File: config.mk
export PLATFORM = sky130hd
export DESIGN_NAME = tws_slave_rx
export DESIGN_NICKNAME = d
export VERILOG_FILES = /design/src/tws_pkg.sv /design/src/tws_slave_rx.sv
export SDC_FILE = /design/constraint.sdc
export NUM_CORES = 1
export LEC_CHECK = 0
export ABC_CLOCK_PERIOD_IN_PS = 2600
export CORE_AREA = 10 10 97 99
export CTS_BUF_LIST = sky130_fd_sc_hd__clkbuf_16
export CTS_CLUSTER_DIAMETER = 100
export CTS_CLUSTER_SIZE = 20
export DETAILED_ROUTE_END_ITERATION = 8
export DIE_AREA = 0 0 107 109
export DONT_BUFFER_PORTS = 1
export PLACE_DENSITY = 0.74
export SLEW_MARGIN = 20
export SYNTH_ARGS = -nofsm -noshare
export SYNTH_HDL_FRONTEND = slang
export SYNTH_SLANG_ARGS = --single-unit
File: constraint.sdc
create_clock -name clk_in -period 2.6 [get_ports clk_in]
set_input_delay 0.26 -clock clk_in [delete_from_list [all_inputs] [get_ports clk_in]]
set_output_delay 0.26 -clock clk_in [all_outputs]
set_load 0.05 [all_outputs]
File: src/tws_pkg.sv
// Constants for the two-wire slave receiver block.
// Assumes a 32-bit AXI4-Lite register slave with a 4-bit byte address.
package tws_pkg;
    // ==========================================
    // Register map
    localparam int TWS_AW = 4;
    localparam logic [3:0] TWS_OFF_ADDR = 4'h0;
    localparam logic [3:0] TWS_OFF_CTRL = 4'h4;
    localparam logic [3:0] TWS_OFF_STAT = 4'h8;
    localparam logic [3:0] TWS_OFF_DATA = 4'hC;
    localparam logic [7:0] TWS_RST_ADDR = 8'h00;
    localparam logic [7:0] TWS_RST_DATA = 8'hFF;
    localparam logic [1:0] TWS_RESP_OKAY = 2'h0;
    localparam logic [1:0] TWS_RESP_SLVERR = 2'h2;

    // ==========================================
    // Control and address register field positions
    localparam int TWS_B_INT = 7;
    localparam int TWS_B_ACK = 6;
    localparam int TWS_B_STA = 5;
    localparam int TWS_B_STO = 4;
    localparam int TWS_B_WC = 3;
    localparam int TWS_B_EN = 2;
    localparam int TWS_B_IE = 0;
    localparam int TWS_B_GCE = 0;

    // ==========================================
    // Status codes
    localparam logic [7:0] TWS_CODE_OWN = 8'h60;
    localparam logic [7:0] TWS_CODE_ARB_OWN = 8'h68;
    localparam logic [7:0] TWS_CODE_GC = 8'h70;
    localparam logic [7:0] TWS_CODE_ARB_GC = 8'h78;
    localparam logic [7:0] TWS_CODE_DAT_ACK = 8'h80;
    localparam logic [7:0] TWS_CODE_DAT_NACK = 8'h88;
    localparam logic [7:0] TWS_CODE_GC_ACK = 8'h90;
    localparam logic [7:0] TWS_CODE_GC_NACK = 8'h98;
    localparam logic [7:0] TWS_CODE_STOP = 8'hA0;
    localparam logic [7:0] TWS_CODE_NONE = 8'hF8;
    localparam logic [6:0] TWS_GC_ADDR = 7'h00;
    localparam logic [2:0] TWS_LAST_BIT = 3'h7;

    typedef enum logic [2:0] {
        S_IDLE,
        S_ADDR,
        S_DATA,
        S_ACK,
        S_HOLD
    } tws_state_t;
endpackage : tws_pkg

File: src/tws_slave_rx.sv
// Two-wire bus slave receiver with AXI4-Lite register access.
// Assumes open-drain pads resolved outside; SCL and SDA arrive asynchronously.
//
// Implementation choices: the address map and the AXI4-Lite slave port.
`timescale 1ns/1ps
module tws_slave_rx
(
    input wire logic clk_in,
    input wire logic resetn_in,
    input wire logic clk_en_in,
    input wire logic [tws_pkg::TWS_AW-1:0] s_axi_awaddr_in,
    input wire logic s_axi_awvalid_in,
    output logic s_axi_awready_out,
    input wire logic [31:0] s_axi_wdata_in,
    input wire logic [3:0] s_axi_wstrb_in,
    input wire logic s_axi_wvalid_in,
    output logic s_axi_wready_out,
    output logic [1:0] s_axi_bresp_out,
    output logic s_axi_bvalid_out,
    input wire logic s_axi_bready_in,
    input wire logic [tws_pkg::TWS_AW-1:0] s_axi_araddr_in,
    input wire logic s_axi_arvalid_in,
    output logic s_axi_arready_out,
    output logic [31:0] s_axi_rdata_out,
    output logic [1:0] s_axi_rresp_out,
    output logic s_axi_rvalid_out,
    input wire logic s_axi_rready_in,
    input wire logic scl_in,
    output logic scl_out,
    output logic scl_oe_out,
    input wire logic sda_in,
    output logic sda_out,
    output logic sda_oe_out,
    input wire logic sleep_in,
    input wire logic arb_lost_in,
    output logic wake_out,
    output logic xmt_enter_out,
    output logic start_go_out
);
    import tws_pkg::*;

    function automatic logic tws_mapped(input logic [3:0] a);
        return a[1:0] == 2'h0;
    endfunction : tws_mapped

    // ==========================================
    // Pin synchronisers and glitch filter
    logic [2:0] scl_s_q;
    logic [2:0] sda_s_q;
    logic scl_f_q;
    logic sda_f_q;
    logic scl_p_q;
    logic sda_p_q;
    logic scl_rise;
    logic scl_fall;
    logic bus_start;
    logic bus_stop;

    always_ff @(posedge clk_in or negedge resetn_in)
    begin
        if (!resetn_in)
        begin
            scl_s_q <= 3'h7;
            sda_s_q <= 3'h7;
            scl_f_q <= 1'h1;
            sda_f_q <= 1'h1;
            scl_p_q <= 1'h1;
            sda_p_q <= 1'h1;
        end
        else if (clk_en_in)
        begin
            scl_s_q <= {scl_s_q[1:0], scl_in};
            sda_s_q <= {sda_s_q[1:0], sda_in};
            if (scl_s_q[1] == scl_s_q[2])
                scl_f_q <= scl_s_q[2];
            if (sda_s_q[1] == sda_s_q[2])
                sda_f_q <= sda_s_q[2];
            scl_p_q <= scl_f_q;
            sda_p_q <= sda_f_q;
        end
    end

    assign scl_rise = scl_f_q && !scl_p_q;
    assign scl_fall = !scl_f_q && scl_p_q;
    assign bus_start = scl_f_q && scl_p_q && !sda_f_q && sda_p_q;
    assign bus_stop = scl_f_q && scl_p_q && sda_f_q && !sda_p_q;

    // ==========================================
    // Register state
    logic [7:0] oar_q;
    logic flag_q;
    logic ack_en_q;
    logic sta_q;
    logic sto_q;
    logic wc_q;
    logic en_q;
    logic ie_q;
    logic [7:0] data_q;
    logic [7:0] stat_q;
    logic start_go_q;
    logic busy_q;

    // ==========================================
    // AXI4-Lite slave
    logic aw_v_q;
    logic [3:0] aw_a_q;
    logic w_v_q;
    logic [7:0] w_d_q;
    logic w_s_q;
    logic bvalid_q;
    logic [1:0] bresp_q;
    logic rvalid_q;
    logic [31:0] rdata_q;
    logic [1:0] rresp_q;
    logic wr_fire;
    logic wr_ok;
    logic wr_ctrl;
    logic wr_data;
    logic [7:0] ctrl_rd;
    logic [7:0] rd_byte;

    // Writes wait for both channels; no new address taken until B drains
    // Masked while frozen, so no handshake completes that the flops would miss
    assign s_axi_awready_out = !aw_v_q && !bvalid_q && clk_en_in;
    assign s_axi_wready_out = !w_v_q && !bvalid_q && clk_en_in;
    assign s_axi_bvalid_out = bvalid_q && clk_en_in;
    assign s_axi_bresp_out = bresp_q;
    assign s_axi_arready_out = !rvalid_q && clk_en_in;
    assign s_axi_rvalid_out = rvalid_q && clk_en_in;
    assign s_axi_rdata_out = rdata_q;
    assign s_axi_rresp_out = rresp_q;
    assign wr_fire = aw_v_q && w_v_q;
    assign wr_ok = wr_fire && w_s_q && tws_mapped(aw_a_q);
    assign wr_ctrl = wr_ok && (aw_a_q == TWS_OFF_CTRL);
    assign wr_data = wr_ok && (aw_a_q == TWS_OFF_DATA);

    always_ff @(posedge clk_in or negedge resetn_in)
    begin
        if (!resetn_in)
        begin
            aw_v_q <= 1'h0;
            aw_a_q <= 4'h0;
            w_v_q <= 1'h0;
            w_d_q <= 8'h00;
            w_s_q <= 1'h0;
            bvalid_q <= 1'h0;
            bresp_q <= TWS_RESP_OKAY;
        end
        else if (clk_en_in)
        begin
            if (s_axi_awvalid_in && s_axi_awready_out)
            begin
                aw_v_q <= 1'h1;
                aw_a_q <= s_axi_awaddr_in;
            end
            if (s_axi_wvalid_in && s_axi_wready_out)
            begin
                w_v_q <= 1'h1;
                w_d_q <= s_axi_wdata_in[7:0];
                w_s_q <= s_axi_wstrb_in[0];
            end
            if (wr_fire)
            begin
                aw_v_q <= 1'h0;
                w_v_q <= 1'h0;
                bvalid_q <= 1'h1;
                bresp_q <= tws_mapped(aw_a_q) ? TWS_RESP_OKAY : TWS_RESP_SLVERR;
            end
            else if (s_axi_bready_in)
                bvalid_q <= 1'h0;
        end
    end

    always_comb
    begin
        ctrl_rd = 8'h00;
        ctrl_rd[TWS_B_INT] = flag_q;
        ctrl_rd[TWS_B_ACK] = ack_en_q;
        ctrl_rd[TWS_B_STA] = sta_q;
        ctrl_rd[TWS_B_STO] = sto_q;
        ctrl_rd[TWS_B_WC] = wc_q;
        ctrl_rd[TWS_B_EN] = en_q;
        ctrl_rd[TWS_B_IE] = ie_q;
    end

    always_comb
    begin
        case (s_axi_araddr_in)
            TWS_OFF_ADDR: rd_byte = oar_q;
            TWS_OFF_CTRL: rd_byte = ctrl_rd;
            // Status is only meaningful while the flag is up
            TWS_OFF_STAT: rd_byte = flag_q ? stat_q : TWS_CODE_NONE;
            TWS_OFF_DATA: rd_byte = data_q;
            default: rd_byte = 8'h00;
        endcase
    end

    always_ff @(posedge clk_in or negedge resetn_in)
    begin
        if (!resetn_in)
        begin
            rvalid_q <= 1'h0;
            rdata_q <= 32'h0000_0000;
            rresp_q <= TWS_RESP_OKAY;
        end
        else if (clk_en_in)
        begin
            if (s_axi_arvalid_in && !rvalid_q)
            begin
                rvalid_q <= 1'h1;
                rdata_q <= {24'h00_0000, rd_byte};
                rresp_q <= tws_mapped(s_axi_araddr_in) ? TWS_RESP_OKAY : TWS_RESP_SLVERR;
            end
            else if (s_axi_rready_in)
                rvalid_q <= 1'h0;
        end
    end

    // ==========================================
    // Receiver state machine
    tws_state_t state_q;
    logic [2:0] cnt_q;
    logic [7:0] sh_q;
    logic ack_q;
    logic ph_q;
    logic gc_q;
    logic addr_ph_q;
    logic nxt_idle_q;
    logic arb_q;
    logic xmt_enter_q;
    logic byte_done;
    logic [7:0] new_byte;
    logic own_hit;
    logic gc_hit;
    logic ack_end;
    logic stop_evt;
    logic flag_set;
    logic [7:0] code_d;

    assign new_byte = {sh_q[6:0], sda_f_q};
    assign byte_done = scl_rise && (cnt_q == TWS_LAST_BIT)
        && (state_q == S_ADDR || state_q == S_DATA);
    assign own_hit = new_byte[7:1] == oar_q[7:1];
    assign gc_hit = (new_byte[7:1] == TWS_GC_ADDR) && oar_q[TWS_B_GCE];
    assign ack_end = (state_q == S_ACK) && scl_fall && ph_q;
    assign stop_evt = (bus_start || bus_stop) && en_q
        && (state_q == S_DATA || state_q == S_ACK);
    assign flag_set = ack_end || stop_evt;

    always_comb
    begin
        if (!ack_end)
            code_d = TWS_CODE_STOP;
        else if (addr_ph_q && gc_q)
            code_d = arb_q ? TWS_CODE_ARB_GC : TWS_CODE_GC;
        else if (addr_ph_q)
            code_d = arb_q ? TWS_CODE_ARB_OWN : TWS_CODE_OWN;
        else if (gc_q)
            code_d = ack_q ? TWS_CODE_GC_ACK : TWS_CODE_GC_NACK;
        else
            code_d = ack_q ? TWS_CODE_DAT_ACK : TWS_CODE_DAT_NACK;
    end

    always_ff @(posedge clk_in or negedge resetn_in)
    begin
        if (!resetn_in)
        begin
            state_q <= S_IDLE;
            cnt_q <= 3'h0;
            sh_q <= 8'h00;
            ack_q <= 1'h0;
            ph_q <= 1'h0;
            gc_q <= 1'h0;
            addr_ph_q <= 1'h0;
            nxt_idle_q <= 1'h0;
            xmt_enter_q <= 1'h0;
        end
        else if (clk_en_in)
        begin
            xmt_enter_q <= 1'h0;
            if (!en_q || sto_q)
                state_q <= S_IDLE;
            else if (bus_start)
            begin
                state_q <= S_ADDR;
                cnt_q <= 3'h0;
                ph_q <= 1'h0;
            end
            else if (bus_stop)
                state_q <= S_IDLE;
            else
            begin
                unique case (state_q)
                    S_IDLE: cnt_q <= 3'h0;
                    S_ADDR, S_DATA:
                    begin
                        if (scl_rise)
                        begin
                            sh_q <= new_byte;
                            cnt_q <= cnt_q + 3'h1;
                        end
                        if (byte_done && state_q == S_DATA)
                        begin
                            ack_q <= ack_en_q;
                            state_q <= S_ACK;
                        end
                        else if (byte_done)
                        begin
                            // Ack enable is checked at each address byte
                            if (ack_en_q && (own_hit || gc_hit) && !new_byte[0])
                            begin
                                ack_q <= 1'h1;
                                gc_q <= new_byte[7:1] == TWS_GC_ADDR;
                                addr_ph_q <= 1'h1;
                                state_q <= S_ACK;
                            end
                            else
                            begin
                                xmt_enter_q <= ack_en_q && (own_hit || gc_hit);
                                state_q <= S_IDLE;
                            end
                        end
                    end
                    S_ACK:
                    begin
                        // First fall starts the ack slot, second ends it
                        if (scl_fall && !ph_q)
                            ph_q <= 1'h1;
                        else if (scl_fall)
                        begin
                            ph_q <= 1'h0;
                            nxt_idle_q <= !addr_ph_q && !ack_q;
                            state_q <= S_HOLD;
                        end
                    end
                    S_HOLD:
                    begin
                        if (!flag_q)
                        begin
                            state_q <= nxt_idle_q ? S_IDLE : S_DATA;
                            cnt_q <= 3'h0;
                            addr_ph_q <= 1'h0;
                        end
                    end
                endcase
            end
        end
    end

    // ==========================================
    // Control, status and data registers
    always_ff @(posedge clk_in or negedge resetn_in)
    begin
        if (!resetn_in)
        begin
            flag_q <= 1'h0;
            ack_en_q <= 1'h0;
            sta_q <= 1'h0;
            sto_q <= 1'h0;
            wc_q <= 1'h0;
            en_q <= 1'h0;
            ie_q <= 1'h0;
            stat_q <= TWS_CODE_NONE;
        end
        else if (clk_en_in)
        begin
            if (start_go_q)
                sta_q <= 1'h0;
            // Stop request in slave mode only releases the bus
            if (sto_q)
                sto_q <= 1'h0;
            if (wr_ctrl)
            begin
                ack_en_q <= w_d_q[TWS_B_ACK];
                sta_q <= w_d_q[TWS_B_STA];
                sto_q <= w_d_q[TWS_B_STO];
                en_q <= w_d_q[TWS_B_EN];
                ie_q <= w_d_q[TWS_B_IE];
            end
            // Hardware set wins over a same-cycle clear
            if (flag_set)
                flag_q <= 1'h1;
            else if (wr_ctrl && w_d_q[TWS_B_INT])
                flag_q <= 1'h0;
            if (flag_set)
                stat_q <= code_d;
            if (wr_data)
                wc_q <= !flag_q;
        end
    end

    always_ff @(posedge clk_in or negedge resetn_in)
    begin
        if (!resetn_in)
        begin
            oar_q <= TWS_RST_ADDR;
            data_q <= TWS_RST_DATA;
        end
        else if (clk_en_in)
        begin
            if (wr_ok && aw_a_q == TWS_OFF_ADDR)
                oar_q <= w_d_q;
            if (wr_data && flag_q)
                data_q <= w_d_q;
            else if (byte_done && state_q == S_DATA && !sleep_in)
                data_q <= new_byte;
        end
    end

    // ==========================================
    // Bus start hand-off and arbitration history
    always_ff @(posedge clk_in or negedge resetn_in)
    begin
        if (!resetn_in)
        begin
            busy_q <= 1'h0;
            start_go_q <= 1'h0;
            arb_q <= 1'h0;
        end
        else if (clk_en_in)
        begin
            if (bus_start)
                busy_q <= 1'h1;
            else if (bus_stop)
                busy_q <= 1'h0;
            // Master logic is told once the bus is free
            start_go_q <= sta_q && en_q && !busy_q && !start_go_q;
            if (arb_lost_in)
                arb_q <= 1'h1;
            else if (bus_stop || (ack_end && addr_ph_q))
                arb_q <= 1'h0;
        end
    end

    // ==========================================
    // Pin drive
    // Deep sleep is modelled with clk_in still sampling the bus
    assign scl_out = 1'h0;
    assign sda_out = 1'h0;
    assign scl_oe_out = (state_q == S_HOLD) && flag_q;
    assign sda_oe_out = (state_q == S_ACK) && ph_q && ack_q;
    assign wake_out = sleep_in && flag_q;
    assign xmt_enter_out = xmt_enter_q;
    assign start_go_out = start_go_q;
endmodule : tws_slave_rx

Word level (Yosys, flattened, before mapping)
Cells that the tools add are included.
- output and inout port bits: 48
- logic and storage cells: 253
- input port bits: 56
- flip-flop bits (word level): 92
- add/subtract/negate cells: 1
- reductions and logical operators: 120
- eq/ne operators: 24
- bitwise operators: 5
- muxes and demuxes: 65
- operators with widths (operator ; count):
    8-bit 2-to-1 mux ; 6
    1-bit logical AND ; 47
    2-bit AND reduction ; 19
    3-bit 2-to-1 mux ; 12
    1-bit 2-to-1 mux ; 34
    8-bit case mux with 4 select lines ; 1
    2-bit nonzero test ; 13
    3-bit case mux with 3 select lines ; 2
    6-bit AND reduction ; 3
    1-bit logical NOT ; 16
    4-bit 2-to-1 mux ; 4
    7-bit AND reduction ; 2
    4-bit == test (second input constant) ; 3
    2-bit != test (second input constant) ; 5
    5-bit != test (second input constant) ; 2
    9-bit AND reduction ; 1
    4-bit by 3-bit == test with 1-bit output (second input constant) ; 2
    4-bit logical NOT ; 2
    2-bit 2-to-1 mux ; 4
    8-bit AND reduction ; 1
    7-bit == test ; 1
    7-bit logical NOT ; 1
    1-bit logical OR ; 7
    3-bit by 2-bit == test with 1-bit output (second input constant) ; 2
    17 further kinds ; 25

Depth between registers and ports, before layout
Gate-level depths: netlist of run 1.
- depth after elaboration: 12
- depth in mapped cells: 9
- mapped depth without buffers: 7

Worst setup path before layout of run 1
OpenSTA, ideal clock, no wires.
- kind: register -> output
- start: reg state_q[1]
- end: out sda_oe_out
- stages on the path, launching flop included: 4
- buffers on the path: 1
- path slack: 0.264 ns
- data arrival time: 2.076 ns
- data required time: 2.340 ns
- cells stage by stage: dfrtp_1 -> buf_2 -> nand2_1 -> nor4_1
- longest elaborated chain between the ends: 3
- RTL lines (element ; RTL line ; RTL):
    from (decl) ; tws_slave_rx.sv:221 ; tws_state_t state_q;
    from (signal assigned) ; tws_slave_rx.sv:340 ; state_q <= nxt_idle_q ? S_IDLE : S_DATA;
    3-bit by 2-bit == test with 1-bit output ; tws_slave_rx.sv:441 ; assign sda_oe_out = (state_q == S_ACK) && ph_q && ack_q;
    1-bit logical AND (2 in series) ; tws_slave_rx.sv:441 ;
    to (decl) ; tws_slave_rx.sv:33 ; output logic sda_oe_out,
No other way between the ends.

Worst setup path after layout of run 1
- start: reg state_q[0]
- end: reg sh_q[6]
- longest elaborated chain between the ends: 3
- elaborated cells on any way between the ends: 4
- those cells by class: eq/ne (2); reduce/logical (2)
- RTL lines (element ; RTL line ; RTL):
    3-bit by 1-bit == test with 1-bit output / 3-bit by 2-bit == test with 1-bit output (equally long branches) ; tws_slave_rx.sv:293 ; unique case (state_q)
    2-bit OR reduction * ; tws_slave_rx.sv:293 ;
    6-bit AND reduction (no line) * ; n/a ;
    to (signal assigned) ; tws_slave_rx.sv:299 ; sh_q <= new_byte;
    to (decl) ; tws_slave_rx.sv:223 ; logic [7:0] sh_q;
Every way passes the cells marked *; elsewhere a longest branch is shown, timed or not.
A chain may end at the register's enable or synchronous reset.

==> results of run 1 <==
==> where the power goes <==
group | internal [mW] | leakage [nW] | switching [mW] | total [mW]
sequential | 1.72 | 1.07 | 0.454 | 2.17
clock | 0.631 | 0.135 | 0.490 | 1.12
combinational | 0.456 | 0.891 | 0.567 | 1.02
==> synthesized netlist by cell type (10+ instances only) <==
library cell	instances	area share, %
a22o_1	14	2.8
buf_4	30	5.1
dfrtp_1	64	37
dfstp_2	23	14
inv_1	12	1.0
mux2_2	30	7.7
mux2i_1	15	3.4
nand2_1	38	3.3
nand3_1	10	1.1
nor2_1	18	1.5
o21ai_0	37	4.2
==> worst paths after layout <==
kind,start,endpoint,slack [ps],cells past startpoint
max,state_q[0]$_DFFE_PN0P_,sh_q[6]$_DFFE_PN0P_,500,4
min,clk_en_in,sda_s_q[2]$_DFFE_PN1P_,8,1
max reg2reg,state_q[0]$_DFFE_PN0P_,sh_q[6]$_DFFE_PN0P_,500,4
min reg2reg,stat_q[3]$_DFFE_PN1P_,stat_q[3]$_DFFE_PN1P_,470,2
max in group asynchronous,resetn_in,scl_s_q[2]$_DFFE_PN1P_,1740,2
min in group asynchronous,resetn_in,state_q[2]$_DFFE_PN0P_,500,2
==> layout make-up <==
class / instances / area (um2)
fill: 619 / 2830
sequential: 87 / 2210
multi-input combinational: 287 / 1940
clock buffer: 9 / 225
tap: 102 / 128
timing repair buffer: 12 / 115
inverter: 12 / 45.0
clock inverter: 7 / 33.8
==> logic make-up after synthesis <==
family / count (synthesis)
buffers and inverters: 58
XOR/XNOR: 8
multiplexers: 53
AND/OR/NAND/NOR: 113
AO/OA/AOI/OAI: 82
other: 1
adder cells (fa/ha/maj): 3
flip-flops: 87
==> state kept, by name, indices dropped and copies added (netlist names), 3 cells and up <==
register         cells
sda_s_q              3
oar_q                8
sh_q                 7
aw_a_q               4
s_axi_rdata_out      8
stat_q               5
cnt_q                3
data_q               8
state_q              3
w_d_q                8
scl_s_q              3
==> what timing repair did <==
| item | CTS | global route |
|---|---|---|
| endpoints found under the hold margin | 88 | 0 |
| hold buffers | 3 | 0 |
| buffers inserted | 0 | 0 |
==> critical path: cells and delay by family, from the launching register on <==
| family | cells | cell delay, ps |
|---|---|---|
| and+or+nand+nor | 2 | 860 |
| DFF | 1 | 510 |
| muxes | 1 | 390 |
| AOI/OAI and AO/OA | 1 | 220 |
==> per-layer routing <==
metal | GRT usage (%) | part of all wire [%] | vias to the layer above | wire length, um
met5 | 0 | 0 | - | 0
met4 | 7.35 | 2.2 | 0 | 201
met3 | 6.43 | 9.4 | 19 | 867
met2 | 24.6 | 45 | 100 | 4110
met1 | 19.4 | 44 | 1464 | 4020
li1 | - | - | 1398 | -
==> metrics.md, run 1 <==
| Metric | Value |
|---|---|
| Fmax | `around 0.48 GHz` |
| Post-synthesis mux area share | `between 10 and 15%` |
| CTS Buf Count | `9` |
| Via count | `just under 3,000` |
| Fin Hold WS | `about 8 ps` |
| Hold Crit Class | `in2reg` |
| Gpl congestion | `a little under 0.9` |
| GRT Util Overall | `roughly 16%` |
| CTS resizes | `0` |
| Critical-path maximum fanout | `11` |
| Number of setup violations in the final report | `0` |
| Final Util | `around 62%` |
| Synth warn | `0` |
| Post-Syn Instances | `approximately 410` |
| Async S/R FF share, synth | `100%` |
| Slew Viols, Final | `0` |
| Cell Chain, Critical Path | `nand2b_1 > a21o_1 > or3_1 > mux2_4` |
| PwrDens | `slightly above 900 nW/um2` |
| Clock Latency Late Sink | `~330 ps` |
| Synth Register Bits | `87` |
| Main combinational cell family by area after synthesis | `multiplexers` |
| Post-Layout Cell Count | `about 520` |
| Compound-gate portion of the synthesized area | `12.3%` |
| Post-Synth XOR/XNOR Area | `1.60%` |
| Die ar. | `11,700 um2` |
| Initial Util | `between 50% and 60%` |
| CORE AREA | `roughly 7500 um2` |
| CTS HTree Levels | `3` |
| Synth Area in Adders | `less than 1%` |
| DRT Wirelength | `around 9200 um` |
| Setup Crit Path Kind | `reg2reg` |
| Placed Area | `4390 um2` |
| Layout area overhead | `7.17%` |
| RSZ-0062 raised after global routing | `false` |
| Root buf cell | `clkbuf_16` |
| Worst clock skew | `a little over 5 ps` |
| Die height | `109 um` |
| Number of synthesized flops with an enable pin | `0` |
| TritonRoute pass-1 iters | `4` |
| Worst setup EP type | `flop` |
| DP Worst Slack | `571 ps` |
| Slew at the pin closest to its max-slew limit | `slightly below 700 ps` |
| Setup TNS | `0 ps` |
| Status | `complete, no violations` |
| Crit path max-delay cell type | `or3_1` |
| Mean Syn Cell Area | `around 11 um2` |
| Floorplan row count | `32` |
| Minimum clock period | `2100 ps` |
| Ratio of cells with drive above 1 in the final layout | `21.3%` |
| Simple-Gate Fraction of Synth Area | `a little over an eighth` |
| Die width | `107 um` |
| Worst slew margin | `a little over half` |
| Post-DRT Antenna Nets | `0` |
| Final hold vios | `0` |
| Worst-case clock buffer depth | `2` |
| Clock tree from TritonCTS | `yes` |
| Mapped Area | `4380 um2` |
| Pin count of the biggest net entering global routing | `88` |
| Final antenna diode count | `0` |
| Leakage | `2.09 nW` |
| Most common cell after layout, fill and taps aside | `dfrtp_1` |
| # nets final | `467` |
| PortBufs | `0` |
| Most frequent cells in the layout | `dfrtp_1, nand2_1, o21ai_0, mux2_2, conb_1` |
| Netlist cell types | `between 50 and 60` |
| First-pass GRT wire length | `14,800 um` |
| Sequential-to-total area share from yosys stat | `roughly half` |
| Routed wire per std cell | `about 18 um` |
| Setup ws final | `just over 500 ps` |
| Tcrit/Tclk final | `80.7%` |
| MaxCap Viol Count | `0` |
| Worst EP required | `around 2800 ps` |
| GRT Residual Overflow | `0` |
| CP startpoint kind | `flop` |
| VDD IR max | `around 0.00058 V` |
| Antenna violations before repair | `0` |
| Vias in the first global route | `2,900` |
| WP data arrival | `roughly 2300 ps` |
| CP max stage delay | `600 ps` |
| Top FF cell, synth | `dfrtp_1` |
| Vias per Instance | `between 5 and 6` |
| Design Power | `4.31 mW` |
| Num Clock Sinks | `87` |
| Post-route design area | `between 4000 and 5000 um2` |
| Drt initial violations | `140` |
| DP Cell Count | `approximately 500` |
| Post-DP HPWL | `around 6600 um` |
| Drt drc | `0` |
| Clock transition at the registers of the reported paths | `around 60 ps` |
| I/O pin cnt | `roughly 100` |
No activity file was read; power rests on OpenSTA's default activity.
==> run 2, diff against run 1 <==
Settings changed: ABC_AREA set to 1, ABC_CLOCK_PERIOD_IN_PS 2600 to 2190.
Clock period 2.6 ns to 2.19 ns, I/O delays scaled along.
==> metrics.md, run 2 <==
| Metric | Value |
|---|---|
| Setup Buffers After CTS | `0` |
| Main combinational cell family by area after synthesis | `simple AND/OR/NAND/NOR gates` |
| Tcrit/Tclk final | `~92%` |
| Final hold vios | `87` |
| Setup Crit Path Kind | `reg2out` |
| Gpl congestion | `about 0.92` |
| Placed Area | `about 4500 um2` |
| Via count | `approximately 3,500` |
| Fin Hold WS | `-419 ps` |
| Synth Area in Adders | `0.573%` |
| Most common library cells after synthesis | `nand2_1, dfrtp_1, inv_1, o21ai_0, nor2_1` |
| CORE AREA | `about 7500 um2` |
| Initial Util | `between 50% and 60%` |
| Drt drc | `0` |
| Clock Latency Late Sink | `approximately 340 ps` |
| Post-Syn Instances | `~550` |
| Post-DRT Antenna Nets | `0` |
| PortBufs | `0` |
| Most common cell after layout, fill and taps aside | `nand2_1` |
| # nets final | `approximately 620` |
| Worst EP required | `1970 ps` |
| Vias in the first global route | `roughly 3,300` |
| Minimum clock period | `about 2000 ps` |
| Final antenna diode count | `0` |
| PwrDens | `around 1000 nW/um2` |
| Number of setup violations in the final report | `0` |
| GRT Residual Overflow | `0` |
| Num Clock Sinks | `between 80 and 90` |
| Share of the synthesized area in the top cell type | `around 37%` |
| GRT Util Overall | `17.2%` |
| Compound-gate portion of the synthesized area | `between 10% and 20%` |
| Die width | `approximately 110 um` |
| CTS resizes | `0` |
| Clock tree from TritonCTS | `yes` |
| Most frequent cells in the layout | `nand2_1, dfrtp_1, inv_1, o21ai_0, nor2_1` |
| Status | `complete, but fails checks` |
| Mapped Area | `around 4400 um2` |
| Number of synthesized flops with an enable pin | `0` |
| Synth warn | `0` |
| Filler Cell Count | `between 600 and 700` |
| Post-synthesis mux area share | `1.03%` |
| Most frequent cell after synthesis | `nand2_1` |
| Ranking of synthesized cells by area | `dfrtp_1, nand2_1, dfstp_2, o21ai_0, inv_1` |
| CP startpoint kind | `flop` |
| Worst setup EP type | `output pin` |
| Post-DP HPWL | `approximately 7100 um` |
| Critical-path maximum fanout | `5` |
| Setup TNS | `0 ps` |
| Layout area overhead | `8.76%` |
| Slew Viols, Final | `0` |
| Root buf cell | `clkbuf_16` |
| Floorplan row count | `32` |
| Die height | `around 110 um` |
| Post-Synth XOR/XNOR Area | `less than 1%` |
| CTS HTree Levels | `3` |
| Drt initial violations | `about 250` |
| Post-CTS Hold Buffers | `3` |
| Design Power | `4.87 mW` |
| Failing checks | `hold timing` |
| Leakage | `2.36 nW` |
| CTS Buf Count | `9` |
| Simple-Gate Fraction of Synth Area | `approximately 24%` |
| I/O pin cnt | `around 100` |
| Vias per Instance | `~5.2` |
| Post-synth top area cell | `dfrtp_1` |
| First-pass GRT wire length | `between 15,000 and 20,000 um` |
| RSZ-0062 raised after global routing | `false` |
| Ratio of cells with drive above 1 in the final layout | `roughly 13%` |
| Worst slew margin | `64.6%` |
| Top FF cell, synth | `dfrtp_1` |
| Hold Crit Class | `in2async` |
| Clock transition at the registers of the reported paths | `70 ps` |
| Worst-case clock buffer depth | `2` |
| Die ar. | `approximately 12,000 um2` |
| Worst clock skew | `~10 ps` |
| Slew at the pin closest to its max-slew limit | `roughly 530 ps` |
| TritonRoute pass-1 iters | `5` |
| MaxCap Viol Count | `0` |
| Async S/R FF share, synth | `between 90% and 100%` |
| Routed wire per std cell | `approximately 14 um` |
| Netlist cell types | `37` |
| Sequential-to-total area share from yosys stat | `slightly above 50%` |
| DRT Wirelength | `9710 um` |
| Antenna violations before repair | `0` |
| VDD IR max | `between 0.0007 and 0.0008 V` |
| Mean Syn Cell Area | `about 8 um2` |
| Synth Register Bits | `87` |
| Pin count of the biggest net entering global routing | `slightly below 90` |
| WP data arrival | `~1800 ps` |
| Fmax | `~0.49 GHz` |
| Post-route design area | `around 4800 um2` |
[run 2: worst paths after layout]
kind	cells past startpoint	from	slack (ps)	to
max	5	state_q[1]$_DFFE_PN0P_	170	scl_oe_out
min	0	resetn_in	-420	sh_q[1]$_DFFE_PN0P_
max reg2reg	12	state_q[2]$_DFFE_PN0P_	340	stat_q[4]$_DFFE_PN1P_
min reg2reg	2	stat_q[7]$_DFFE_PN1P_	470	stat_q[7]$_DFFE_PN1P_
max in group asynchronous	0	resetn_in	2390	stat_q[6]$_DFFE_PN1P_
min in group clk_in	2	arb_lost_in	10	arb_q$_DFFE_PN0P_
[run 2: worst max-delay path, stage by stage (launching register included)]
cell and delay (ps):
dfrtp_1 450, nor2_1 200, inv_1 80, nor2_1 210, nand2_1 170, inv_1 360
[run 2: per-layer routing]
metal	part of all wire (%)	global-route usage, %
met3	11	6.55
met5	0	0
met2	41	24.5
met1	46	23.4
met4	1.5	6.38
[run 2: cell families after synthesis]
kind of cell               Yosys count
muxes                                4
DFF                                 87
adders and majority gates            2
other                                1
buffers and inverters              101
AOI/OAI and AO/OA                   96
and+or+nand+nor                    254
xor gates and xnor gates             1
[run 2: power breakdown]
| group | total [mW] | internal, mW | switching (mW) |
|---|---|---|---|
| sequential | 2.44 | 2.04 | 0.405 |
| combinational | 1.08 | 0.363 | 0.719 |
| clock | 1.34 | 0.751 | 0.594 |
[run 2: final cells by class]
| class | count | area, um2 | area share [%] |
|---|---|---|---|
| clock buffer | 9 | 225 | 4.74 |
| sequential | 87 | 2210 | 46.4 |
| clock inverter | 7 | 35.0 | 0.737 |
| timing repair buffer | 17 | 135 | 2.84 |
| inverter | 63 | 236 | 4.97 |
| tap | 102 | 128 | 2.68 |
| multi-input combinational | 385 | 1790 | 37.6 |
[run 2: metrics by stage]
step           setup slack [ps]  util, %  cells  hold WS [ps]
3_3_place_gp                444     59.3    651         -72.6
5_1_grt                    35.8     63.1    670          -440
2_1_floorplan               215        -    573         -76.6
3_5_place_dp                386     59.3    651         -73.1
4_1_cts                     162     63.1    670          -432
6_report                    167     63.1    670          -419
